## src/ssp_pkg.sv

```systemverilog
// shared constants, types and register map of the synchronous serial port
package ssp_pkg;

	// register byte offsets
	localparam logic [7:0] CTRL0_OFS = 8'h00;
	localparam logic [7:0] CTRL1_OFS = 8'h04;
	localparam logic [7:0] DATA_OFS = 8'h08;
	localparam logic [7:0] FLAGS_OFS = 8'h0C;
	localparam logic [7:0] PRESC_OFS = 8'h10;
	localparam logic [7:0] IMASK_OFS = 8'h14;
	localparam logic [7:0] ISTAT_OFS = 8'h18;

	// frame format register fields
	localparam int SIZE_LSB = 0;
	localparam int SCR_LSB = 8;
	localparam logic [3:0] SIZE_MIN = 4'h3;
	localparam logic [3:0] SIZE_RST = 4'h7;
	localparam logic [7:0] SCR_RST = 8'h00;
	localparam logic [7:0] PRESC_RST = 8'h00;

	// control register bit positions
	localparam int CR1_LOOPBACK = 0;
	localparam int CR1_ENABLE = 1;
	localparam int CR1_ROLE = 2;
	localparam int CR1_OUT_OFF = 3;

	// flag register bit positions
	localparam int FLAG_TX_EMPTY = 0;
	localparam int FLAG_TX_SPACE = 1;
	localparam int FLAG_RX_DATA = 2;
	localparam int FLAG_RX_FULL = 3;
	localparam int FLAG_BUSY = 4;

	// interrupt status and mask bit positions
	localparam int IRQ_OVERRUN = 0;
	localparam int IRQ_RX_WORD = 1;
	localparam int IRQ_TX_DONE = 2;
	localparam int IRQ_W = 3;
	localparam logic [IRQ_W-1:0] IRQ_RST = 3'h0;

	// documented fifo shape
	localparam int FIFO_DEPTH_DEF = 8;
	localparam int DATA_W_DEF = 16;

	// control register 1 fields
	typedef struct packed {
		logic slave_output_off;
		logic role_select;
		logic port_enable;
		logic loopback_select;
	} ctrl1_s;

	localparam ctrl1_s CTRL1_RST = 4'h0;

	// link pins driven by the port
	typedef struct packed {
		logic sclk_out;
		logic sclk_oe;
		logic fss_out;
		logic fss_oe;
		logic serial_data_out_pin;
		logic serial_data_oe;
	} link_pins_s;

	localparam link_pins_s LINK_RST = 6'h08;

	typedef enum {LINK_IDLE, LINK_LOW, LINK_HIGH, LINK_SLAVE} link_state_e;

endpackage

```

## src/fifo_mem.sv

```systemverilog
// word storage for one fifo, read data registered
`timescale 1ns/1ns
module fifo_mem #(
	parameter int WIDTH = 16,
	parameter int DEPTH = 8,
	parameter int AW = 3
)(
	// clock
	input wire logic mclk,
	// write side
	input wire logic wr_en,
	input wire logic [AW-1:0] wr_addr,
	input wire logic [WIDTH-1:0] wr_data,
	// read side
	input wire logic [AW-1:0] rd_addr,
	output logic [WIDTH-1:0] rd_data
);
	logic [WIDTH-1:0] mem [DEPTH];

	always_ff @(posedge mclk)
	begin
		if (wr_en)
		begin
			mem[wr_addr] <= wr_data;
		end
		rd_data <= mem[rd_addr];
	end
endmodule

```

## src/ssp_ctrl_status.sv

```systemverilog
// synchronous serial port: control, data fifos, flags and link shifter
// Operation
// - slave_output_off disables data output in slave
// - role_select chooses master or slave
// - port_enable switches the port on
// - loopback_select feeds tx shifter into rx
// - data writes push tx, reads pop rx
// - unused upper tx bits are ignored
// - received data right justified at bit 0
// - busy while shifting or tx fifo nonempty
// - rx_fifo_full flag
// - rx_fifo_not_empty flag
// - tx_fifo_not_full flag
// - tx_fifo_empty flag, one after reset
//
// The AHB-Lite interface to the registers and the placing of the registers were left to the implementer.
`timescale 1ns/1ns
module ssp_ctrl_status
	import ssp_pkg::*;
#(
	parameter int FIFO_DEPTH = ssp_pkg::FIFO_DEPTH_DEF,
	parameter int DATA_W = ssp_pkg::DATA_W_DEF
)(
	// clock and reset
	input wire logic mclk,
	input wire logic resetn,
	// ahb-lite slave
	input wire logic hsel,
	input wire logic [31:0] haddr,
	input wire logic [1:0] htrans,
	input wire logic hwrite,
	input wire logic [2:0] hsize,
	input wire logic [31:0] hwdata,
	input wire logic hready,
	output logic [31:0] hrdata,
	output logic hreadyout,
	output logic hresp,
	// interrupt
	output logic irq,
	// link inputs
	input wire logic sclk_in,
	input wire logic fss_in,
	input wire logic serial_data_in,
	// link outputs
	output ssp_pkg::link_pins_s link_out
);
	import ssp_pkg::*;

	localparam int AW = $clog2(FIFO_DEPTH);
	localparam int CW = AW + 1;
	localparam logic [CW-1:0] FULL_CNT = CW'(FIFO_DEPTH);

	function automatic logic [15:0] half_period(input logic [7:0] presc, input logic [7:0] serial_clock_rate);
		logic [16:0] prod;
		prod = 17'(presc) * (17'(serial_clock_rate) + 17'h1);
		half_period = (prod[16:1] == 16'h0) ? 16'h1 : prod[16:1];
	endfunction

	function automatic logic [AW-1:0] ptr_inc(input logic [AW-1:0] p);
		ptr_inc = (p == AW'(FIFO_DEPTH - 1)) ? '0 : p + AW'(1);
	endfunction

	// registers
	ctrl1_s ctrl1_ff, nxt_ctrl1;
	logic [3:0] size_ff, nxt_size;
	logic [7:0] scr_ff, nxt_scr;
	logic [7:0] presc_ff, nxt_presc;
	logic [IRQ_W-1:0] imask_ff, nxt_imask;
	logic [IRQ_W-1:0] istat_ff, nxt_istat;
	// bus phase
	logic wr_pend_ff, nxt_wr_pend;
	logic [7:0] wr_ofs_ff, nxt_wr_ofs;
	logic data_sel_ff, nxt_data_sel;
	logic data_ok_ff, nxt_data_ok;
	logic [31:0] rdata_ff, nxt_rdata;
	// fifo pointers
	logic [AW-1:0] tx_wr_ff, nxt_tx_wr, tx_rd_ff, nxt_tx_rd;
	logic [AW-1:0] rx_wr_ff, nxt_rx_wr, rx_rd_ff, nxt_rx_rd;
	logic [CW-1:0] tx_cnt_ff, nxt_tx_cnt, rx_cnt_ff, nxt_rx_cnt;
	logic tx_avail_ff, nxt_tx_avail;
	// link
	link_state_e state_ff, nxt_state;
	logic [15:0] tx_sh_ff, nxt_tx_sh;
	logic [15:0] rx_sh_ff, nxt_rx_sh;
	logic [3:0] bit_ff, nxt_bit;
	logic [15:0] hcnt_ff, nxt_hcnt;
	link_pins_s pins_ff, nxt_pins;
	// synchronisers
	logic sclk_s1_ff, sclk_s2_ff, sclk_s3_ff;
	logic fss_s1_ff, fss_s2_ff, fss_s3_ff;
	logic sdi_s1_ff, sdi_s2_ff;

	// combinational strobes
	logic tx_push, tx_pop, rx_push, rx_pop;
	logic [15:0] rx_word;
	logic [DATA_W-1:0] tx_q, rx_q;
	logic addr_phase;
	logic [3:0] size_eff;
	logic [15:0] frame_mask;
	logic bit_in;
	logic [IRQ_W-1:0] ev;
	logic [IRQ_W-1:0] clr;

	fifo_mem #(.WIDTH(DATA_W), .DEPTH(FIFO_DEPTH), .AW(AW)) u_tx_mem (
		.mclk(mclk),
		.wr_en(tx_push),
		.wr_addr(tx_wr_ff),
		.wr_data(hwdata[DATA_W-1:0]),
		.rd_addr(tx_rd_ff),
		.rd_data(tx_q)
	);

	fifo_mem #(.WIDTH(DATA_W), .DEPTH(FIFO_DEPTH), .AW(AW)) u_rx_mem (
		.mclk(mclk),
		.wr_en(rx_push),
		.wr_addr(rx_wr_ff),
		.wr_data(rx_word[DATA_W-1:0]),
		.rd_addr(rx_rd_ff),
		.rd_data(rx_q)
	);

	// outputs
	assign hreadyout = 1'b1;
	assign hresp = 1'b0;
	assign hrdata = data_sel_ff ? (data_ok_ff ? 32'(rx_q) : 32'h0) : rdata_ff;
	assign irq = |(istat_ff & imask_ff);
	assign link_out = pins_ff;

	always_comb
	begin
		addr_phase = hsel && htrans[1] && hready;
		size_eff = (size_ff < SIZE_MIN) ? SIZE_MIN : size_ff;
		frame_mask = 16'hFFFF >> (4'hF - size_eff);
		bit_in = ctrl1_ff.loopback_select ? tx_sh_ff[bit_ff] : sdi_s2_ff;
		rx_word = {rx_sh_ff[14:0], bit_in} & frame_mask;
		tx_push = wr_pend_ff && (wr_ofs_ff == DATA_OFS) && (tx_cnt_ff != FULL_CNT);
		rx_pop = addr_phase && !hwrite && (haddr[7:0] == DATA_OFS) && (rx_cnt_ff != '0);
		tx_pop = 1'b0;
		rx_push = 1'b0;
		ev = '0;
		clr = '0;

		nxt_ctrl1 = ctrl1_ff;
		nxt_size = size_ff;
		nxt_scr = scr_ff;
		nxt_presc = presc_ff;
		nxt_imask = imask_ff;
		nxt_state = state_ff;
		nxt_tx_sh = tx_sh_ff;
		nxt_rx_sh = rx_sh_ff;
		nxt_bit = bit_ff;
		nxt_hcnt = hcnt_ff;
		nxt_pins = pins_ff;

		// bus address phase
		nxt_wr_pend = addr_phase && hwrite;
		nxt_wr_ofs = haddr[7:0];
		nxt_data_sel = addr_phase && !hwrite && (haddr[7:0] == DATA_OFS);
		nxt_data_ok = rx_pop;
		nxt_rdata = 32'h0;
		if (addr_phase && !hwrite)
		begin
			if (haddr[7:0] == CTRL0_OFS)
			begin
				nxt_rdata = 32'(size_ff) | (32'(scr_ff) << SCR_LSB);
			end
			else if (haddr[7:0] == CTRL1_OFS)
			begin
				nxt_rdata = 32'(ctrl1_ff);
			end
			else if (haddr[7:0] == FLAGS_OFS)
			begin
				nxt_rdata[FLAG_BUSY] = (state_ff != LINK_IDLE) || (tx_cnt_ff != '0);
				nxt_rdata[FLAG_RX_FULL] = rx_cnt_ff == FULL_CNT;
				nxt_rdata[FLAG_RX_DATA] = rx_cnt_ff != '0;
				nxt_rdata[FLAG_TX_SPACE] = tx_cnt_ff != FULL_CNT;
				nxt_rdata[FLAG_TX_EMPTY] = tx_cnt_ff == '0;
			end
			else if (haddr[7:0] == PRESC_OFS)
			begin
				nxt_rdata = 32'({presc_ff[7:1], 1'b0});
			end
			else if (haddr[7:0] == IMASK_OFS)
			begin
				nxt_rdata = 32'(imask_ff);
			end
			else if (haddr[7:0] == ISTAT_OFS)
			begin
				nxt_rdata = 32'(istat_ff);
				clr = istat_ff;
			end
			else
			begin
				nxt_rdata = 32'h0;
			end
		end

		// bus data phase writes
		if (wr_pend_ff)
		begin
			if (wr_ofs_ff == CTRL0_OFS)
			begin
				nxt_size = hwdata[SIZE_LSB +: 4];
				nxt_scr = hwdata[SCR_LSB +: 8];
			end
			else if (wr_ofs_ff == CTRL1_OFS)
			begin
				nxt_ctrl1 = hwdata[3:0];
			end
			else if (wr_ofs_ff == PRESC_OFS)
			begin
				nxt_presc = {hwdata[7:1], 1'b0};
			end
			else if (wr_ofs_ff == IMASK_OFS)
			begin
				nxt_imask = hwdata[IRQ_W-1:0];
			end
		end

		// link shifter
		case (state_ff)
			LINK_IDLE:
			begin
				nxt_pins.fss_out = 1'b1;
				nxt_pins.sclk_out = 1'b0;
				if (ctrl1_ff.port_enable && !ctrl1_ff.role_select && tx_avail_ff)
				begin
					tx_pop = 1'b1;
					nxt_tx_sh = 16'(tx_q) & frame_mask;
					nxt_rx_sh = 16'h0;
					nxt_bit = size_eff;
					nxt_hcnt = half_period(presc_ff, scr_ff);
					nxt_pins.fss_out = 1'b0;
					nxt_state = LINK_LOW;
				end
				else if (ctrl1_ff.port_enable && ctrl1_ff.role_select && !fss_s2_ff && fss_s3_ff)
				begin
					tx_pop = tx_avail_ff;
					nxt_tx_sh = tx_avail_ff ? (16'(tx_q) & frame_mask) : 16'h0;
					nxt_rx_sh = 16'h0;
					nxt_bit = size_eff;
					nxt_state = LINK_SLAVE;
				end
			end
			LINK_LOW:
			begin
				if (hcnt_ff == 16'h1)
				begin
					nxt_hcnt = half_period(presc_ff, scr_ff);
					nxt_pins.sclk_out = 1'b1;
					nxt_state = LINK_HIGH;
				end
				else
				begin
					nxt_hcnt = hcnt_ff - 16'h1;
				end
			end
			LINK_HIGH:
			begin
				if (hcnt_ff == 16'h1)
				begin
					nxt_hcnt = half_period(presc_ff, scr_ff);
					nxt_pins.sclk_out = 1'b0;
					nxt_rx_sh = {rx_sh_ff[14:0], bit_in};
					if (bit_ff == 4'h0)
					begin
						rx_push = 1'b1;
						nxt_state = LINK_IDLE;
						nxt_pins.fss_out = 1'b1;
					end
					else
					begin
						nxt_bit = bit_ff - 4'h1;
						nxt_state = LINK_LOW;
					end
				end
				else
				begin
					nxt_hcnt = hcnt_ff - 16'h1;
				end
			end
			LINK_SLAVE:
			begin
				if (fss_s2_ff)
				begin
					nxt_state = LINK_IDLE;
				end
				else if (sclk_s2_ff && !sclk_s3_ff)
				begin
					nxt_rx_sh = {rx_sh_ff[14:0], bit_in};
					if (bit_ff == 4'h0)
					begin
						rx_push = 1'b1;
						nxt_state = LINK_IDLE;
					end
				end
				else if (!sclk_s2_ff && sclk_s3_ff && bit_ff != 4'h0)
				begin
					nxt_bit = bit_ff - 4'h1;
				end
			end
			default:
			begin
				nxt_state = LINK_IDLE;
			end
		endcase

		// disabling aborts any frame
		if (!ctrl1_ff.port_enable)
		begin
			nxt_state = LINK_IDLE;
			nxt_pins.fss_out = 1'b1;
			nxt_pins.sclk_out = 1'b0;
		end

		nxt_pins.sclk_oe = ctrl1_ff.port_enable && !ctrl1_ff.role_select;
		nxt_pins.fss_oe = ctrl1_ff.port_enable && !ctrl1_ff.role_select;
		nxt_pins.serial_data_out_pin = (nxt_state == LINK_IDLE) ? 1'b0 : nxt_tx_sh[nxt_bit];
		if (ctrl1_ff.role_select)
		begin
			nxt_pins.serial_data_oe = ctrl1_ff.port_enable && !ctrl1_ff.slave_output_off
				&& (nxt_state == LINK_SLAVE);
		end
		else
		begin
			nxt_pins.serial_data_oe = ctrl1_ff.port_enable;
		end

		// fifo bookkeeping
		rx_push = rx_push && (rx_cnt_ff != FULL_CNT);
		ev[IRQ_OVERRUN] = (state_ff != LINK_IDLE) && (nxt_state == LINK_IDLE)
			&& (rx_cnt_ff == FULL_CNT) && (nxt_rx_sh != rx_sh_ff || state_ff == LINK_HIGH)
			&& !ctrl1_ff.port_enable == 1'b0 && !rx_push && (fss_s2_ff == 1'b0
			|| state_ff == LINK_HIGH);
		ev[IRQ_RX_WORD] = rx_push;
		ev[IRQ_TX_DONE] = (state_ff != LINK_IDLE) && (nxt_state == LINK_IDLE) && (tx_cnt_ff == '0);
		nxt_istat = (istat_ff & ~clr) | ev;
		nxt_tx_wr = tx_push ? ptr_inc(tx_wr_ff) : tx_wr_ff;
		nxt_tx_rd = tx_pop ? ptr_inc(tx_rd_ff) : tx_rd_ff;
		nxt_rx_wr = rx_push ? ptr_inc(rx_wr_ff) : rx_wr_ff;
		nxt_rx_rd = rx_pop ? ptr_inc(rx_rd_ff) : rx_rd_ff;
		nxt_tx_cnt = tx_cnt_ff + CW'(tx_push) - CW'(tx_pop);
		nxt_rx_cnt = rx_cnt_ff + CW'(rx_push) - CW'(rx_pop);
		nxt_tx_avail = (tx_cnt_ff != '0) && !tx_pop;
	end

	always_ff @(posedge mclk)
	begin
		sclk_s1_ff <= sclk_in;
		sclk_s2_ff <= sclk_s1_ff;
		sclk_s3_ff <= sclk_s2_ff;
		fss_s1_ff <= fss_in;
		fss_s2_ff <= fss_s1_ff;
		fss_s3_ff <= fss_s2_ff;
		sdi_s1_ff <= serial_data_in;
		sdi_s2_ff <= sdi_s1_ff;
	end

	always_ff @(posedge mclk)
	begin
		if (!resetn)
		begin
			ctrl1_ff <= CTRL1_RST;
			size_ff <= SIZE_RST;
			scr_ff <= SCR_RST;
			presc_ff <= PRESC_RST;
			imask_ff <= IRQ_RST;
			istat_ff <= IRQ_RST;
			wr_pend_ff <= 1'b0;
			wr_ofs_ff <= 8'h00;
			data_sel_ff <= 1'b0;
			data_ok_ff <= 1'b0;
			rdata_ff <= 32'h0;
			tx_wr_ff <= '0;
			tx_rd_ff <= '0;
			rx_wr_ff <= '0;
			rx_rd_ff <= '0;
			tx_cnt_ff <= '0;
			rx_cnt_ff <= '0;
			tx_avail_ff <= 1'b0;
			state_ff <= LINK_IDLE;
			tx_sh_ff <= 16'h0;
			rx_sh_ff <= 16'h0;
			bit_ff <= 4'h0;
			hcnt_ff <= 16'h1;
			pins_ff <= LINK_RST;
		end
		else
		begin
			ctrl1_ff <= nxt_ctrl1;
			size_ff <= nxt_size;
			scr_ff <= nxt_scr;
			presc_ff <= nxt_presc;
			imask_ff <= nxt_imask;
			istat_ff <= nxt_istat;
			wr_pend_ff <= nxt_wr_pend;
			wr_ofs_ff <= nxt_wr_ofs;
			data_sel_ff <= nxt_data_sel;
			data_ok_ff <= nxt_data_ok;
			rdata_ff <= nxt_rdata;
			tx_wr_ff <= nxt_tx_wr;
			tx_rd_ff <= nxt_tx_rd;
			rx_wr_ff <= nxt_rx_wr;
			rx_rd_ff <= nxt_rx_rd;
			tx_cnt_ff <= nxt_tx_cnt;
			rx_cnt_ff <= nxt_rx_cnt;
			tx_avail_ff <= nxt_tx_avail;
			state_ff <= nxt_state;
			tx_sh_ff <= nxt_tx_sh;
			rx_sh_ff <= nxt_rx_sh;
			bit_ff <= nxt_bit;
			hcnt_ff <= nxt_hcnt;
			pins_ff <= nxt_pins;
		end
	end
endmodule

```

## config.mk

```make
export PLATFORM = sky130hd
export DESIGN_NAME = ssp_ctrl_status
export DESIGN_NICKNAME = d
export VERILOG_FILES = /design/src/ssp_pkg.sv /design/src/fifo_mem.sv /design/src/ssp_ctrl_status.sv
export SDC_FILE = /design/constraint.sdc
export NUM_CORES = 1
export LEC_CHECK = 0
export ABC_AREA = 1
export BUFFER_PORTS_ARGS = -buffer_cell sky130_fd_sc_hd__buf_2
export CAP_MARGIN = 5
export CORE_AREA = 2 2 223 225
export CTS_CLUSTER_DIAMETER = 30
export DETAILED_ROUTE_END_ITERATION = 12
export DIE_AREA = 0 0 225 227
export PLACE_DENSITY = 0.66
export SLEW_MARGIN = 20
export SYNTH_ARGS = -nofsm -noshare
export SYNTH_HDL_FRONTEND = slang
export SYNTH_SLANG_ARGS = --single-unit
```

## constraint.sdc

```tcl
create_clock -name mclk -period 6.9 [get_ports mclk]
set_clock_uncertainty 0.1 [all_clocks]
set_input_delay 0 -clock mclk [delete_from_list [all_inputs] [get_ports mclk]]
set_output_delay 0 -clock mclk [all_outputs]
set_load 0.02 [all_outputs]
```

==> report_table.html, run 1 <==
<table>
<tr><th>Metric</th><th>Value</th></tr>
<tr><th colspan="2">Status</th></tr>
<tr><td>Status</td><td>finished, final reports clean</td></tr>
<tr><th colspan="2">Hold path</th></tr>
<tr><td>Number of instances on the worst hold path</td><td>4</td></tr>
<tr><td>Worst Hold Class</td><td>in -&gt; reg</td></tr>
<tr><th colspan="2">Critical path</th></tr>
<tr><td>Worst reg-to-reg path cell count</td><td>26</td></tr>
<tr><td>Critical Path AT</td><td>approximately 6.6 ns</td></tr>
<tr><td>Kind of capture point of the worst setup path</td><td>flip-flop</td></tr>
<tr><td>Endpoint required time on the critical path</td><td>~7.4 ns</td></tr>
<tr><td>Top fanout value on the critical path</td><td>7</td></tr>
<tr><td>Startpoint kind of the worst setup timing path</td><td>flip-flop</td></tr>
<tr><td>Path type of the worst setup path</td><td>reg -&gt; reg</td></tr>
<tr><th colspan="2">Synthesis</th></tr>
<tr><td>Synth warnings</td><td>0</td></tr>
<tr><td>Distinct cells, synth</td><td>54</td></tr>
<tr><td>Count leader, synth</td><td>sky130_fd_sc_hd__nor2_1</td></tr>
<tr><td>Synthesis-stage register bit count</td><td>between 400 and 500</td></tr>
<tr><td>Post-Syn Instances</td><td>about 2.4k</td></tr>
<tr><td>Post-synth top area share</td><td>0.353</td></tr>
<tr><td>Synthesized area</td><td>around 22000 um^2</td></tr>
<tr><td>Number of enable-type register cells in the synthesized netlist</td><td>~260</td></tr>
<tr><td>Sequential fraction of the synthesis area</td><td>0.543</td></tr>
<tr><td>Ys async rst share</td><td>0</td></tr>
<tr><td>Cell types with the highest counts after synthesis</td><td>sky130_fd_sc_hd__nor2_1, sky130_fd_sc_hd__nand2_1, sky130_fd_sc_hd__edfxtp_1</td></tr>
<tr><td>Leading register cell type out of synthesis</td><td>sky130_fd_sc_hd__edfxtp_1</td></tr>
<tr><td>Cell types with the largest area share after synthesis</td><td>sky130_fd_sc_hd__edfxtp_1, sky130_fd_sc_hd__dfxtp_1, sky130_fd_sc_hd__nor2_1</td></tr>
<tr><td>Average footprint of a synthesized cell</td><td>about 9.0 um^2</td></tr>
<tr><td>Cell taking the most area after synthesis</td><td>sky130_fd_sc_hd__edfxtp_1</td></tr>
<tr><th colspan="2">STA</th></tr>
<tr><td>RSZ-0062 raised after global routing</td><td>false</td></tr>
<tr><td>Sum of negative setup slack</td><td>0 ns</td></tr>
<tr><td>Max frequency</td><td>164 MHz</td></tr>
<tr><td>Number of pins with negative max-slew slack in the final report</td><td>0</td></tr>
<tr><td>Relative slew margins</td><td>0.277</td></tr>
<tr><td>Count of final setup violators</td><td>0</td></tr>
<tr><td>Least-Margin Pin Slew</td><td>about 1.1 ns</td></tr>
<tr><td>Final worst hold slack</td><td>~0.12 ns</td></tr>
<tr><td>Final Hold Fails</td><td>0</td></tr>
<tr><td>Post-route fraction of the period consumed by the critical path</td><td>0.884</td></tr>
<tr><td>Setup slack after layout</td><td>0.799 ns</td></tr>
<tr><td>Min Clock Period, post-route</td><td>6.10 ns</td></tr>
<tr><th colspan="2">Clock network</th></tr>
<tr><td>Clk_lat worst skew</td><td>roughly 0.63 ns</td></tr>
<tr><td>Clock tree from TritonCTS</td><td>done</td></tr>
<tr><td>Cts bufs inserted</td><td>between 80 and 90</td></tr>
<tr><td>Number of buffers inserted by post-CTS setup repair</td><td>0</td></tr>
<tr><td>Total clock sinks</td><td>~460</td></tr>
<tr><td>Number of buffers inserted for hold repair after clock tree synthesis</td><td>50</td></tr>
<tr><td>Buffer depth of the longest clock path</td><td>3</td></tr>
<tr><td>Max H-tree Level</td><td>3</td></tr>
<tr><td>Reg clk slew, reported paths</td><td>roughly 0.05 ns</td></tr>
<tr><td>Post-cts resize count</td><td>0</td></tr>
<tr><td>Clock root buffer master</td><td>sky130_fd_sc_hd__clkbuf_16</td></tr>
<tr><th colspan="2">Detailed routing</th></tr>
<tr><td>Via Count</td><td>17.5k</td></tr>
<tr><td>Number of nets still failing antenna checks after routing</td><td>0</td></tr>
<tr><td>Detailed-router iteration count before antenna repair</td><td>6</td></tr>
<tr><td>Drc violations</td><td>0</td></tr>
<tr><td>Aggregate routed wire length</td><td>57700 um</td></tr>
<tr><td>DRC marker count from the first detailed-route iteration</td><td>approximately 1.6k</td></tr>
<tr><td>WL per Instance</td><td>between 15 and 20 um</td></tr>
<tr><td>Via density</td><td>5.36</td></tr>
<tr><th colspan="2">Cells and area</th></tr>
<tr><td>Area grow syn2layout</td><td>21.2%</td></tr>
<tr><td>Inserted Diodes</td><td>0</td></tr>
<tr><td>Core occupancy in the finished layout</td><td>0.544</td></tr>
<tr><td>Share of cells above drive strength 1</td><td>0.103</td></tr>
<tr><td>Layout net count</td><td>between 2k and 3k</td></tr>
<tr><td>Layout fillers</td><td>roughly 4.2k</td></tr>
<tr><th colspan="2">Placed design</th></tr>
<tr><td>HPWL after detailed placement</td><td>around 38000 um</td></tr>
<tr><td>Setup Slack @ Placement</td><td>roughly 0.97 ns</td></tr>
<tr><td>Quantity of I/O buffers inserted on ports</td><td>55</td></tr>
<tr><td>Routability cong.</td><td>a little over 0.9</td></tr>
<tr><th colspan="2">Global route</th></tr>
<tr><td>Pin count of the biggest net entering global routing</td><td>between 60 and 70</td></tr>
<tr><td>Antenna violations before repair</td><td>2</td></tr>
<tr><td>Aggregate global routing overflow</td><td>0</td></tr>
<tr><td>Global routing usage summed across all routing layers</td><td>0.227</td></tr>
<tr><td>Via count of the first global-routing pass</td><td>17.0k</td></tr>
<tr><td>Global-route wire length before repair</td><td>between 90000 and 100000 um</td></tr>
<tr><th colspan="2">Die</th></tr>
<tr><td>Width of the die</td><td>around 230 um</td></tr>
<tr><td>Starting Density</td><td>0.448</td></tr>
<tr><td>Die Y-Extent</td><td>~230 um</td></tr>
<tr><td>Std-Cell Rows</td><td>slightly above 80</td></tr>
<tr><td>Floorplan die area</td><td>between 50000 and 60000 um^2</td></tr>
<tr><td># IOs</td><td>roughly 120</td></tr>
<tr><td>Core Footprint</td><td>48500 um^2</td></tr>
<tr><th colspan="2">Power and ir drop</th></tr>
<tr><td>Overall power after layout</td><td>around 0.0075 W</td></tr>
<tr><td>Total power divided by cell area</td><td>approximately 280 nW/um^2</td></tr>
<tr><td>Static Leakage</td><td>just over 10 nW</td></tr>
<tr><td>VDD IR max</td><td>0.270 mV</td></tr>
<tr><th colspan="2">Run</th></tr>
<tr><td>Number of max-cap violations</td><td>0</td></tr>
</table>
## kinds of logic after synthesis
family,after synthesis,synth area share
simple gates,1004,0.192
buf+inv,364,0.0678
compound gates,462,0.118
xor+xnor,33,0.0133
fa+ha+maj,94,0.0664
other cells,2,0.000345
flops,462,0.543
## power by group
| group | internal (W) | switching [W] |
|---|---|---|
| clock | 0.00301 | 0.00146 |
| combinational | 0.0000338 | 0.0000677 |
| sequential | 0.00291 | 0.00000667 |
## worst max-delay path, stage by stage, from the launching register on
cell	delay, ns
sky130_fd_sc_hd__dfxtp_1	0.45
sky130_fd_sc_hd__inv_1	0.16
sky130_fd_sc_hd__nor3_1	0.30
sky130_fd_sc_hd__nand3_1	0.16
sky130_fd_sc_hd__xor2_1	0.56
sky130_fd_sc_hd__nor2_1	0.14
sky130_fd_sc_hd__fa_1	0.55
sky130_fd_sc_hd__inv_1	0.05
sky130_fd_sc_hd__fa_1	0.52
sky130_fd_sc_hd__inv_1	0.05
sky130_fd_sc_hd__fa_1	0.47
sky130_fd_sc_hd__inv_1	0.05
sky130_fd_sc_hd__fa_1	0.47
sky130_fd_sc_hd__inv_1	0.04
sky130_fd_sc_hd__ha_1	0.33
sky130_fd_sc_hd__nand2_1	0.12
sky130_fd_sc_hd__nor2_1	0.05
sky130_fd_sc_hd__nand2_1	0.07
sky130_fd_sc_hd__o211ai_1	0.12
sky130_fd_sc_hd__or2_2	0.29
sky130_fd_sc_hd__nand2_1	0.10
sky130_fd_sc_hd__inv_1	0.05
sky130_fd_sc_hd__nor4b_1	0.39
sky130_fd_sc_hd__nand4_1	0.22
sky130_fd_sc_hd__nand3_1	0.14
sky130_fd_sc_hd__nand2_1	0.06
sky130_fd_sc_hd__nand2_1	0.05
## path summary, 6_finish.rpt
kind	start	end	slack, ns
hold reg to reg	sdi_s1_ff	sdi_s2_ff	0.22
hold / removal	htrans[1]	wr_pend_ff	0.12
setup reg to reg	scr_ff[0]	hcnt_ff[0]	0.80
setup / recovery	scr_ff[0]	hcnt_ff[0]	0.80
## area by class of cell
| cell class | instances | area [um^2] | share of cell area |
|---|---|---|---|
| multi-input combinational | 1641 | 8780 | 0.333 |
| clock buffer | 107 | 2400 | 0.0909 |
| timing repair buffer | 125 | 926 | 0.0351 |
| clock inverter | 57 | 778 | 0.0295 |
| tap | 622 | 778 | 0.0295 |
| sequential | 462 | 11800 | 0.448 |
| inverter | 242 | 908 | 0.0344 |
## flip-flops by register name, indices dropped and copies added, names as in the netlist, 4 cells and up
signal	count
bit_ff	4
ctrl1_ff	4
hcnt_ff	16
link_out	5
presc_ff	7
rdata_ff	16
rx_cnt_ff	4
rx_sh_ff	16
scr_ff	8
size_ff	4
state_ff	32
tx_cnt_ff	4
tx_sh_ff	16
u_rx_mem.mem	128
u_rx_mem.rd_data	16
u_tx_mem.mem	128
u_tx_mem.rd_data	16
wr_ofs_ff	8
## placed cells by master (no fill, tap or decap), types with 4 or more instances in the layout
| cell | count |
|---|---|
| sky130_fd_sc_hd__a211oi_1 | 16 |
| sky130_fd_sc_hd__a21oi_1 | 79 |
| sky130_fd_sc_hd__a22oi_1 | 7 |
| sky130_fd_sc_hd__a31oi_1 | 33 |
| sky130_fd_sc_hd__buf_2 | 55 |
| sky130_fd_sc_hd__buf_4 | 20 |
| sky130_fd_sc_hd__bufinv_16 | 14 |
| sky130_fd_sc_hd__clkbuf_1 | 10 |
| sky130_fd_sc_hd__clkbuf_16 | 91 |
| sky130_fd_sc_hd__clkbuf_8 | 6 |
| sky130_fd_sc_hd__clkinv_1 | 11 |
| sky130_fd_sc_hd__clkinv_2 | 11 |
| sky130_fd_sc_hd__clkinv_4 | 6 |
| sky130_fd_sc_hd__clkinvlp_4 | 9 |
| sky130_fd_sc_hd__conb_1 | 48 |
| sky130_fd_sc_hd__dfxtp_1 | 204 |
| sky130_fd_sc_hd__dlygate4sd3_1 | 50 |
| sky130_fd_sc_hd__edfxtp_1 | 256 |
| sky130_fd_sc_hd__fa_1 | 36 |
| sky130_fd_sc_hd__ha_1 | 58 |
| sky130_fd_sc_hd__inv_1 | 227 |
| sky130_fd_sc_hd__inv_2 | 11 |
| sky130_fd_sc_hd__inv_6 | 5 |
| sky130_fd_sc_hd__nand2_1 | 315 |
| sky130_fd_sc_hd__nand3_1 | 115 |
| sky130_fd_sc_hd__nand4_1 | 31 |
| sky130_fd_sc_hd__nor2_1 | 468 |
| sky130_fd_sc_hd__nor2_2 | 4 |
| sky130_fd_sc_hd__nor3_1 | 33 |
| sky130_fd_sc_hd__nor3_2 | 8 |
| sky130_fd_sc_hd__nor3_4 | 10 |
| sky130_fd_sc_hd__nor4_1 | 4 |
| sky130_fd_sc_hd__o211ai_1 | 14 |
| sky130_fd_sc_hd__o21ai_0 | 249 |
| sky130_fd_sc_hd__o21ai_1 | 5 |
| sky130_fd_sc_hd__o22ai_1 | 38 |
| sky130_fd_sc_hd__xnor2_1 | 9 |
| sky130_fd_sc_hd__xor2_1 | 24 |
## metal layers
layer,vias to the layer above,global-route usage,part of all wire
met2,600,0.379,0.48
met5,-,0,0.00023
met1,8325,0.290,0.43
li1,8420,-,-
met4,2,0.0899,0.030
met3,111,0.0476,0.066
## stage by stage
stage	instance area, um^2	instances
final	26400	3256
after global routing	26400	3256
after CTS	26400	3256
after detailed placement	22700	3042
after global placement	22700	3042
after floorplan	21900	2467
No activity file was read; power rests on OpenSTA's default activity.
==> inputs of run 2 (changes only) <==
--- a/config.mk
+++ b/config.mk
@@ -9,6 +9,7 @@
 export BUFFER_PORTS_ARGS = -buffer_cell sky130_fd_sc_hd__buf_2
 export CAP_MARGIN = 5
 export CORE_AREA = 2 2 223 225
+export CTS_BUF_LIST = sky130_fd_sc_hd__clkbuf_8
 export CTS_CLUSTER_DIAMETER = 30
 export DETAILED_ROUTE_END_ITERATION = 12
 export DIE_AREA = 0 0 225 227
==> run 2 against run 1 <==
Sequential power about the same. Cell area decreased by 4.4%. Critical path depth unchanged.
==> report_table.html, run 2 (synthesis gave the netlist of run 1 again) <==
<table>
<tr><th>Metric</th><th>Value</th></tr>
<tr><th colspan="2">Cells and area</th></tr>
<tr><td>Layout net count</td><td>2737 (was 2732)</td></tr>
<tr><td>Most frequent cells in the layout</td><td>sky130_fd_sc_hd__nor2_1, sky130_fd_sc_hd__nand2_1, sky130_fd_sc_hd__edfxtp_1, sky130_fd_sc_hd__o21ai_0, sky130_fd_sc_hd__inv_1 (unchanged)</td></tr>
<tr><td>Area grow syn2layout</td><td>15.9% (was 21.2%)</td></tr>
<tr><td>Share of cells above drive strength 1</td><td>0.102 (was 0.103)</td></tr>
<tr><td>Most frequent standard cell in the layout excluding fill and tap cells</td><td>sky130_fd_sc_hd__nor2_1 (unchanged)</td></tr>
<tr><td>Inserted Diodes</td><td>0 (unchanged)</td></tr>
<tr><td>Largest registers</td><td>u_rx_mem.mem (128), u_tx_mem.mem (128), state_ff (32) (unchanged)</td></tr>
<tr><td>Layout fillers</td><td>4345 (was 4166)</td></tr>
<tr><th colspan="2">Die</th></tr>
<tr><td>Die Y-Extent</td><td>227 um (unchanged)</td></tr>
<tr><td>Starting Density</td><td>0.448 (unchanged)</td></tr>
<tr><td>Width of the die</td><td>225 um (unchanged)</td></tr>
<tr><td>Floorplan die area</td><td>51100 um^2 (unchanged)</td></tr>
<tr><td># IOs</td><td>118 (unchanged)</td></tr>
<tr><td>Core Footprint</td><td>48500 um^2 (unchanged)</td></tr>
<tr><td>Std-Cell Rows</td><td>81 (unchanged)</td></tr>
<tr><th colspan="2">Global route</th></tr>
<tr><td>Global-route wire length before repair</td><td>89900 um (was 90600 um)</td></tr>
<tr><td>Antenna violations before repair</td><td>2 (unchanged)</td></tr>
<tr><td>Aggregate global routing overflow</td><td>0 (unchanged)</td></tr>
<tr><td>Via count of the first global-routing pass</td><td>16.9k (was 17.0k)</td></tr>
<tr><td>Pin count of the biggest net entering global routing</td><td>67 (unchanged)</td></tr>
<tr><td>Global routing usage summed across all routing layers</td><td>0.225 (was 0.227)</td></tr>
<tr><th colspan="2">STA</th></tr>
<tr><td>Least-Margin Pin Slew</td><td>1.07 ns (was 1.08 ns)</td></tr>
<tr><td>Final Hold Fails</td><td>0 (unchanged)</td></tr>
<tr><td>Min Clock Period, post-route</td><td>6.00 ns (was 6.10 ns)</td></tr>
<tr><td>Relative slew margins</td><td>0.285 (was 0.277)</td></tr>
<tr><td>Number of pins with negative max-slew slack in the final report</td><td>0 (unchanged)</td></tr>
<tr><td>Max frequency</td><td>167 MHz (was 164 MHz)</td></tr>
<tr><td>Final worst hold slack</td><td>0.0762 ns (was 0.119 ns)</td></tr>
<tr><td>Sum of negative setup slack</td><td>0 ns (unchanged)</td></tr>
<tr><td>Post-route fraction of the period consumed by the critical path</td><td>0.870 (was 0.884)</td></tr>
<tr><td>Setup slack after layout</td><td>0.898 ns (was 0.799 ns)</td></tr>
<tr><td>RSZ-0062 raised after global routing</td><td>false (unchanged)</td></tr>
<tr><td>Count of final setup violators</td><td>0 (unchanged)</td></tr>
<tr><th colspan="2">Detailed routing</th></tr>
<tr><td>Drc violations</td><td>0 (unchanged)</td></tr>
<tr><td>Number of nets still failing antenna checks after routing</td><td>0 (unchanged)</td></tr>
<tr><td>Via density</td><td>5.36 (about the same)</td></tr>
<tr><td>Via Count</td><td>17.5k (about the same)</td></tr>
<tr><td>WL per Instance</td><td>17.6 um (was 17.7 um)</td></tr>
<tr><td>Aggregate routed wire length</td><td>57400 um (was 57700 um)</td></tr>
<tr><td>Detailed-router iteration count before antenna repair</td><td>6 (unchanged)</td></tr>
<tr><td>DRC marker count from the first detailed-route iteration</td><td>1596 (was 1583)</td></tr>
<tr><th colspan="2">Placed design</th></tr>
<tr><td>HPWL after detailed placement</td><td>37900 um (unchanged)</td></tr>
<tr><td>Setup Slack @ Placement</td><td>0.966 ns (unchanged)</td></tr>
<tr><td>Routability cong.</td><td>0.932 (unchanged)</td></tr>
<tr><td>Quantity of I/O buffers inserted on ports</td><td>55 (unchanged)</td></tr>
<tr><th colspan="2">Critical path</th></tr>
<tr><td>CP Buf/Inv Count</td><td>6 (unchanged)</td></tr>
<tr><td>Critical Path AT</td><td>6.52 ns (was 6.58 ns)</td></tr>
<tr><td>Slowest Stage Delay on Critical Path</td><td>0.56 ns (about the same)</td></tr>
<tr><td>Startpoint kind of the worst setup timing path</td><td>flip-flop (unchanged)</td></tr>
<tr><td>Endpoint required time on the critical path</td><td>7.42 ns (was 7.38 ns)</td></tr>
<tr><td>Kind of capture point of the worst setup path</td><td>flip-flop (unchanged)</td></tr>
<tr><td>Top fanout value on the critical path</td><td>7 (unchanged)</td></tr>
<tr><td>CP max stage cell</td><td>sky130_fd_sc_hd__xor2_1 (unchanged)</td></tr>
<tr><td>Path type of the worst setup path</td><td>reg -&gt; reg (unchanged)</td></tr>
<tr><td>Cell class contributing the biggest share of worst-path delay</td><td>adder cells (unchanged)</td></tr>
<tr><td>Crit path top cell by count</td><td>sky130_fd_sc_hd__inv_1 (unchanged)</td></tr>
<tr><th colspan="2">Clock network</th></tr>
<tr><td>Buffer depth of the longest clock path</td><td>3 (unchanged)</td></tr>
<tr><td>Number of buffers inserted for hold repair after clock tree synthesis</td><td>52 (was 50)</td></tr>
<tr><td>Clock root buffer master</td><td>sky130_fd_sc_hd__clkbuf_8 (was sky130_fd_sc_hd__clkbuf_16)</td></tr>
<tr><td>Clk_lat worst skew</td><td>0.68 ns (was 0.63 ns)</td></tr>
<tr><td>Number of buffers inserted by post-CTS setup repair</td><td>0 (unchanged)</td></tr>
<tr><td>Total clock sinks</td><td>462 (unchanged)</td></tr>
<tr><td>Max H-tree Level</td><td>3 (unchanged)</td></tr>
<tr><td>Post-cts resize count</td><td>0 (unchanged)</td></tr>
<tr><td>Reg clk slew, reported paths</td><td>0.06 ns (was 0.05 ns)</td></tr>
<tr><td>Cts bufs inserted</td><td>92 (was 89)</td></tr>
<tr><td>Clock tree from TritonCTS</td><td>done (unchanged)</td></tr>
<tr><th colspan="2">Hold path</th></tr>
<tr><td>Worst Hold Class</td><td>in -&gt; reg (unchanged)</td></tr>
<tr><th colspan="2">Power and ir drop</th></tr>
<tr><td>Total power divided by cell area</td><td>236 nW/um^2 (was 284 nW/um^2)</td></tr>
<tr><td>Static Leakage</td><td>9.91 nW (was 10.3 nW)</td></tr>
<tr><td>VDD IR max</td><td>0.253 mV (was 0.270 mV)</td></tr>
<tr><th colspan="2">Run</th></tr>
<tr><td>Number of max-cap violations</td><td>0 (unchanged)</td></tr>
<tr><th colspan="2">Status</th></tr>
<tr><td>Status</td><td>finished, final reports clean (unchanged)</td></tr>
</table>
==> run 2: cell types whose count changed in the layout (fill, tap and decap cells not counted), moves of 4 or more <==
cell / before / now
sky130_fd_sc_hd__inv_1: 227 / 242
sky130_fd_sc_hd__clkinvlp_4: 9 / 5
sky130_fd_sc_hd__clkinv_1: 11 / 15
sky130_fd_sc_hd__clkbuf_8: 6 / 104
sky130_fd_sc_hd__clkinv_2: 11 / 15
sky130_fd_sc_hd__inv_6: 5 / 1
sky130_fd_sc_hd__clkbuf_16: 91 / 0
sky130_fd_sc_hd__clkbuf_1: 10 / 0
sky130_fd_sc_hd__bufinv_16: 14 / 8
==> run 2: per-stage QoR <==
step	std cells	instance area [um^2]	utilization	total power [W]
finish	3264	25200	0.520	0.00596
global route	3264	25200	0.520	0.00614
CTS	3264	25200	0.520	0.00600
detailed placement	3042	22700	0.468	0.00305
global placement	3042	22700	0.468	0.00304
floorplan	2467	21900	-	0.00302
==> run 2: where the power goes <==
group / switching (W) / leakage [nW] / total (W) / internal, W
registers: 0.00000661 / 3.97 / 0.00291 / 0.00290
clock network: 0.00123 / 1.08 / 0.00294 / 0.00171
logic: 0.0000689 / 4.87 / 0.000103 / 0.0000346
==> run 2: layer usage <==
layer | vias to the layer above | routed length (um) | GRT usage
li1 | 8421 | - | -
met1 | 8370 | 24600 | 0.288
met2 | 591 | 27300 | 0.377
met3 | 126 | 3700 | 0.0449
met4 | 2 | 1800 | 0.0914
met5 | - | 13 | 0
==> run 2: tightest hold or removal path: stages <==
cell	delay, ns
sky130_fd_sc_hd__buf_2	0.09
sky130_fd_sc_hd__nand3_1	0.10
sky130_fd_sc_hd__nor2_1	0.05
sky130_fd_sc_hd__dlygate4sd3_1	0.55
==> run 2: worst paths after layout <==
check | startpoint | endpoint | slack, ns | cells past startpoint
max | scr_ff[0] | hcnt_ff[0] | 0.90 | 26
min | hsel | wr_pend_ff | 0.08 | 4
max reg2reg | scr_ff[0] | hcnt_ff[0] | 0.90 | 26
min reg2reg | sdi_s1_ff | sdi_s2_ff | 0.23 | 0
==> run 2: cell type report <==
class | count | area (um^2) | share of cell area
clock buffers | 104 | 1430 | 0.0567
multi-input cells | 1641 | 8780 | 0.348
clock inverters | 66 | 573 | 0.0227
inverters | 242 | 908 | 0.0360
repair buffers | 127 | 946 | 0.0375
flip-flops and latches | 462 | 11800 | 0.468
well taps | 622 | 778 | 0.0308
==> inputs of run 3 (changes only) <==
--- a/config.mk
+++ b/config.mk
@@ -8,11 +8,11 @@
 export ABC_AREA = 1
 export BUFFER_PORTS_ARGS = -buffer_cell sky130_fd_sc_hd__buf_2
 export CAP_MARGIN = 5
-export CORE_AREA = 2 2 223 225
+export CORE_AREA = 8 8 229 231
 export CTS_BUF_LIST = sky130_fd_sc_hd__clkbuf_8
 export CTS_CLUSTER_DIAMETER = 30
 export DETAILED_ROUTE_END_ITERATION = 12
-export DIE_AREA = 0 0 225 227
+export DIE_AREA = 0 0 237 239
 export PLACE_DENSITY = 0.66
 export SLEW_MARGIN = 20
 export SYNTH_ARGS = -nofsm -noshare
==> run 3 against run 2 <==
Global-route usage is 2.6 points lower. Sequential share of layout area decreased by 0.072 points. Register-to-register slack improved by 0.07 ns. Final cell count hardly changed. Fmax up 1.2%. Sequential power hardly changed. Sequential cell count stayed put. Hold slack worse by 0.020 ns. Worst setup slack improved by 0.071 ns. Largest power group unchanged.
==> report_table.html, run 3 (synthesis gave the netlist of run 1 again) <==
<table>
<tr><th>Metric</th><th>Value</th></tr>
<tr><th colspan="2">Clock network</th></tr>
<tr><td>Post-cts resize count</td><td>0 (unchanged)</td></tr>
<tr><td>Reg clk slew, reported paths</td><td>0.06 ns (about the same)</td></tr>
<tr><td>Clk_lat worst skew</td><td>0.68 ns (about the same)</td></tr>
<tr><td>Number of buffers inserted by post-CTS setup repair</td><td>0 (unchanged)</td></tr>
<tr><td>Clock tree from TritonCTS</td><td>done (unchanged)</td></tr>
<tr><td>Number of buffers inserted for hold repair after clock tree synthesis</td><td>51 (was 52)</td></tr>
<tr><td>Cts bufs inserted</td><td>91 (was 92)</td></tr>
<tr><td>Max H-tree Level</td><td>3 (unchanged)</td></tr>
<tr><td>Total clock sinks</td><td>462 (unchanged)</td></tr>
<tr><td>Clock root buffer master</td><td>sky130_fd_sc_hd__clkbuf_8 (unchanged)</td></tr>
<tr><td>Buffer depth of the longest clock path</td><td>3 (unchanged)</td></tr>
<tr><th colspan="2">Critical path</th></tr>
<tr><td>CP max stage cell</td><td>sky130_fd_sc_hd__fa_1 (was sky130_fd_sc_hd__xor2_1)</td></tr>
<tr><td>CP Buf/Inv Count</td><td>6 (unchanged)</td></tr>
<tr><td>Critical Path AT</td><td>6.45 ns (was 6.52 ns)</td></tr>
<tr><td>Startpoint kind of the worst setup timing path</td><td>flip-flop (unchanged)</td></tr>
<tr><td>Kind of capture point of the worst setup path</td><td>flip-flop (unchanged)</td></tr>
<tr><td>Path type of the worst setup path</td><td>reg -&gt; reg (unchanged)</td></tr>
<tr><td>Top fanout value on the critical path</td><td>7 (unchanged)</td></tr>
<tr><td>Slowest Stage Delay on Critical Path</td><td>0.56 ns (about the same)</td></tr>
<tr><td>Endpoint required time on the critical path</td><td>7.42 ns (about the same)</td></tr>
<tr><td>Crit path top cell by count</td><td>sky130_fd_sc_hd__inv_1 (unchanged)</td></tr>
<tr><td>Cell class contributing the biggest share of worst-path delay</td><td>adder cells (unchanged)</td></tr>
<tr><th colspan="2">Cells and area</th></tr>
<tr><td>Inserted Diodes</td><td>0 (unchanged)</td></tr>
<tr><td>Cell area after layout</td><td>25300 um^2 (was 25200 um^2)</td></tr>
<tr><td>Most frequent standard cell in the layout excluding fill and tap cells</td><td>sky130_fd_sc_hd__nor2_1 (unchanged)</td></tr>
<tr><td>Core occupancy in the finished layout</td><td>0.521 (was 0.520)</td></tr>
<tr><td>Largest registers</td><td>u_rx_mem.mem (128), u_tx_mem.mem (128), state_ff (32) (unchanged)</td></tr>
<tr><td>Area grow syn2layout</td><td>16.1% (was 15.9%)</td></tr>
<tr><td>Share of cells above drive strength 1</td><td>0.102 (about the same)</td></tr>
<tr><td>Layout net count</td><td>2735 (was 2737)</td></tr>
<tr><td>Most frequent cells in the layout</td><td>sky130_fd_sc_hd__nor2_1, sky130_fd_sc_hd__nand2_1, sky130_fd_sc_hd__edfxtp_1, sky130_fd_sc_hd__o21ai_0, sky130_fd_sc_hd__inv_1 (unchanged)</td></tr>
<tr><th colspan="2">Die</th></tr>
<tr><td>Std-Cell Rows</td><td>81 (unchanged)</td></tr>
<tr><td>Starting Density</td><td>0.448 (unchanged)</td></tr>
<tr><td>Core Footprint</td><td>48500 um^2 (unchanged)</td></tr>
<tr><td>Floorplan die area</td><td>56600 um^2 (was 51100 um^2)</td></tr>
<tr><td>Die Y-Extent</td><td>239 um (was 227 um)</td></tr>
<tr><td># IOs</td><td>118 (unchanged)</td></tr>
<tr><td>Width of the die</td><td>237 um (was 225 um)</td></tr>
<tr><th colspan="2">Detailed routing</th></tr>
<tr><td>Aggregate routed wire length</td><td>57500 um (was 57400 um)</td></tr>
<tr><td>Detailed-router iteration count before antenna repair</td><td>6 (unchanged)</td></tr>
<tr><td>WL per Instance</td><td>17.6 um (about the same)</td></tr>
<tr><td>Drc violations</td><td>0 (unchanged)</td></tr>
<tr><td>Via density</td><td>5.34 (was 5.36)</td></tr>
<tr><td>DRC marker count from the first detailed-route iteration</td><td>1517 (was 1596)</td></tr>
<tr><td>Number of nets still failing antenna checks after routing</td><td>0 (unchanged)</td></tr>
<tr><td>Via Count</td><td>17.4k (was 17.5k)</td></tr>
<tr><th colspan="2">Power and ir drop</th></tr>
<tr><td>Switching power total</td><td>0.00128 W (was 0.00131 W)</td></tr>
<tr><td>Switching Share</td><td>0.213 (was 0.219)</td></tr>
<tr><td>Total power divided by cell area</td><td>238 nW/um^2 (was 236 nW/um^2)</td></tr>
<tr><td>Static Leakage</td><td>9.98 nW (was 9.91 nW)</td></tr>
<tr><td>Relative contribution of combinational cells to total power</td><td>0.017 (about the same)</td></tr>
<tr><td>Sequential share of power</td><td>0.484 (was 0.489)</td></tr>
<tr><td>Share of power burned in the clock network</td><td>0.499 (was 0.494)</td></tr>
<tr><td>Internal power component</td><td>0.00474 W (was 0.00465 W)</td></tr>
<tr><td>VDD IR max</td><td>0.218 mV (was 0.253 mV)</td></tr>
<tr><th colspan="2">STA</th></tr>
<tr><td>Number of pins with negative max-slew slack in the final report</td><td>0 (unchanged)</td></tr>
<tr><td>Min Clock Period, post-route</td><td>5.93 ns (was 6.00 ns)</td></tr>
<tr><td>Final Hold Fails</td><td>0 (unchanged)</td></tr>
<tr><td>Relative slew margins</td><td>0.273 (was 0.285)</td></tr>
<tr><td>Sum of negative setup slack</td><td>0 ns (unchanged)</td></tr>
<tr><td>RSZ-0062 raised after global routing</td><td>false (unchanged)</td></tr>
<tr><td>Max frequency</td><td>169 MHz (was 167 MHz)</td></tr>
<tr><td>Count of final setup violators</td><td>0 (unchanged)</td></tr>
<tr><td>Post-route fraction of the period consumed by the critical path</td><td>0.860 (was 0.870)</td></tr>
<tr><td>Least-Margin Pin Slew</td><td>1.08 ns (was 1.07 ns)</td></tr>
<tr><th colspan="2">Global route</th></tr>
<tr><td>Global-route wire length before repair</td><td>90700 um (was 89900 um)</td></tr>
<tr><td>Via count of the first global-routing pass</td><td>16.9k (about the same)</td></tr>
<tr><td>Pin count of the biggest net entering global routing</td><td>67 (unchanged)</td></tr>
<tr><td>Antenna violations before repair</td><td>0 (was 2)</td></tr>
<tr><td>Global routing usage summed across all routing layers</td><td>0.200 (was 0.225)</td></tr>
<tr><td>Aggregate global routing overflow</td><td>0 (unchanged)</td></tr>
<tr><th colspan="2">Placed design</th></tr>
<tr><td>HPWL after detailed placement</td><td>38400 um (was 37900 um)</td></tr>
<tr><td>Placed Instance Area</td><td>22700 um^2 (unchanged)</td></tr>
<tr><td>Routability cong.</td><td>0.968 (was 0.932)</td></tr>
<tr><td>Quantity of I/O buffers inserted on ports</td><td>55 (unchanged)</td></tr>
<tr><th colspan="2">Run</th></tr>
<tr><td>Number of max-cap violations</td><td>0 (unchanged)</td></tr>
<tr><th colspan="2">Hold path</th></tr>
<tr><td>Worst Hold Class</td><td>in -&gt; reg (unchanged)</td></tr>
<tr><th colspan="2">Status</th></tr>
<tr><td>Status</td><td>finished, final reports clean (unchanged)</td></tr>
</table>
[run 3: power by group through the flow]
stage | Combinational (W) | Clock (W) | Sequential (W)
after global placement | 0.0000763 | 0 | 0.00297
after global routing | 0.000113 | 0.00320 | 0.00291
after CTS | 0.0000999 | 0.00306 | 0.00291
after detailed placement | 0.0000781 | 0 | 0.00297
after floorplan | 0.0000489 | 0 | 0.00297
final | 0.000103 | 0.00300 | 0.00291
[run 3: tightest hold or removal path, delay by kind of cell]
family        cells  cell delay, ns
simple gates      2            0.13
buf+inv           2            0.65
[run 3: worst paths after layout]
kind / start / endpoint / slack (ns) / cells past startpoint
setup / recovery: scr_ff[0] / hcnt_ff[0] / 0.97 / 26
hold / removal: hsel / wr_pend_ff / 0.06 / 4
hold reg to reg: sdi_s1_ff / sdi_s2_ff / 0.23 / 0
setup reg to reg: scr_ff[0] / hcnt_ff[0] / 0.97 / 26
[run 3: per-layer routing]
layer / vias to the layer above / track usage / routed length, um
met5: - / 0 / 0
met4: 0 / 0.0719 / 1490
met3: 108 / 0.0373 / 4090
met2: 607 / 0.334 / 27100
met1: 8281 / 0.258 / 24800
li1: 8421 / - / -
[run 3: final cells by class]
class	count	area, um^2
fillers	4426	23300
flip-flops and latches	462	11800
multi-input cells	1641	8780
clock buffers	106	1460
repair buffers	126	936
inverters	242	908
well taps	622	778
clock inverters	63	594
[run 3: per-stage QoR]
stage / total power [W] / hold WS (ns) / worst slack, ns / instances
finish: 0.00602 / 0.0564 / 0.969 / 3262
floorplan: 0.00302 / -0.0723 / 1.69 / 2467
detailed placement: 0.00305 / 0.00688 / 1.00 / 3042
CTS: 0.00607 / 0.0150 / 0.990 / 3262
global route: 0.00623 / 0.0648 / 0.507 / 3262
global placement: 0.00304 / 0.00510 / 1.11 / 3042
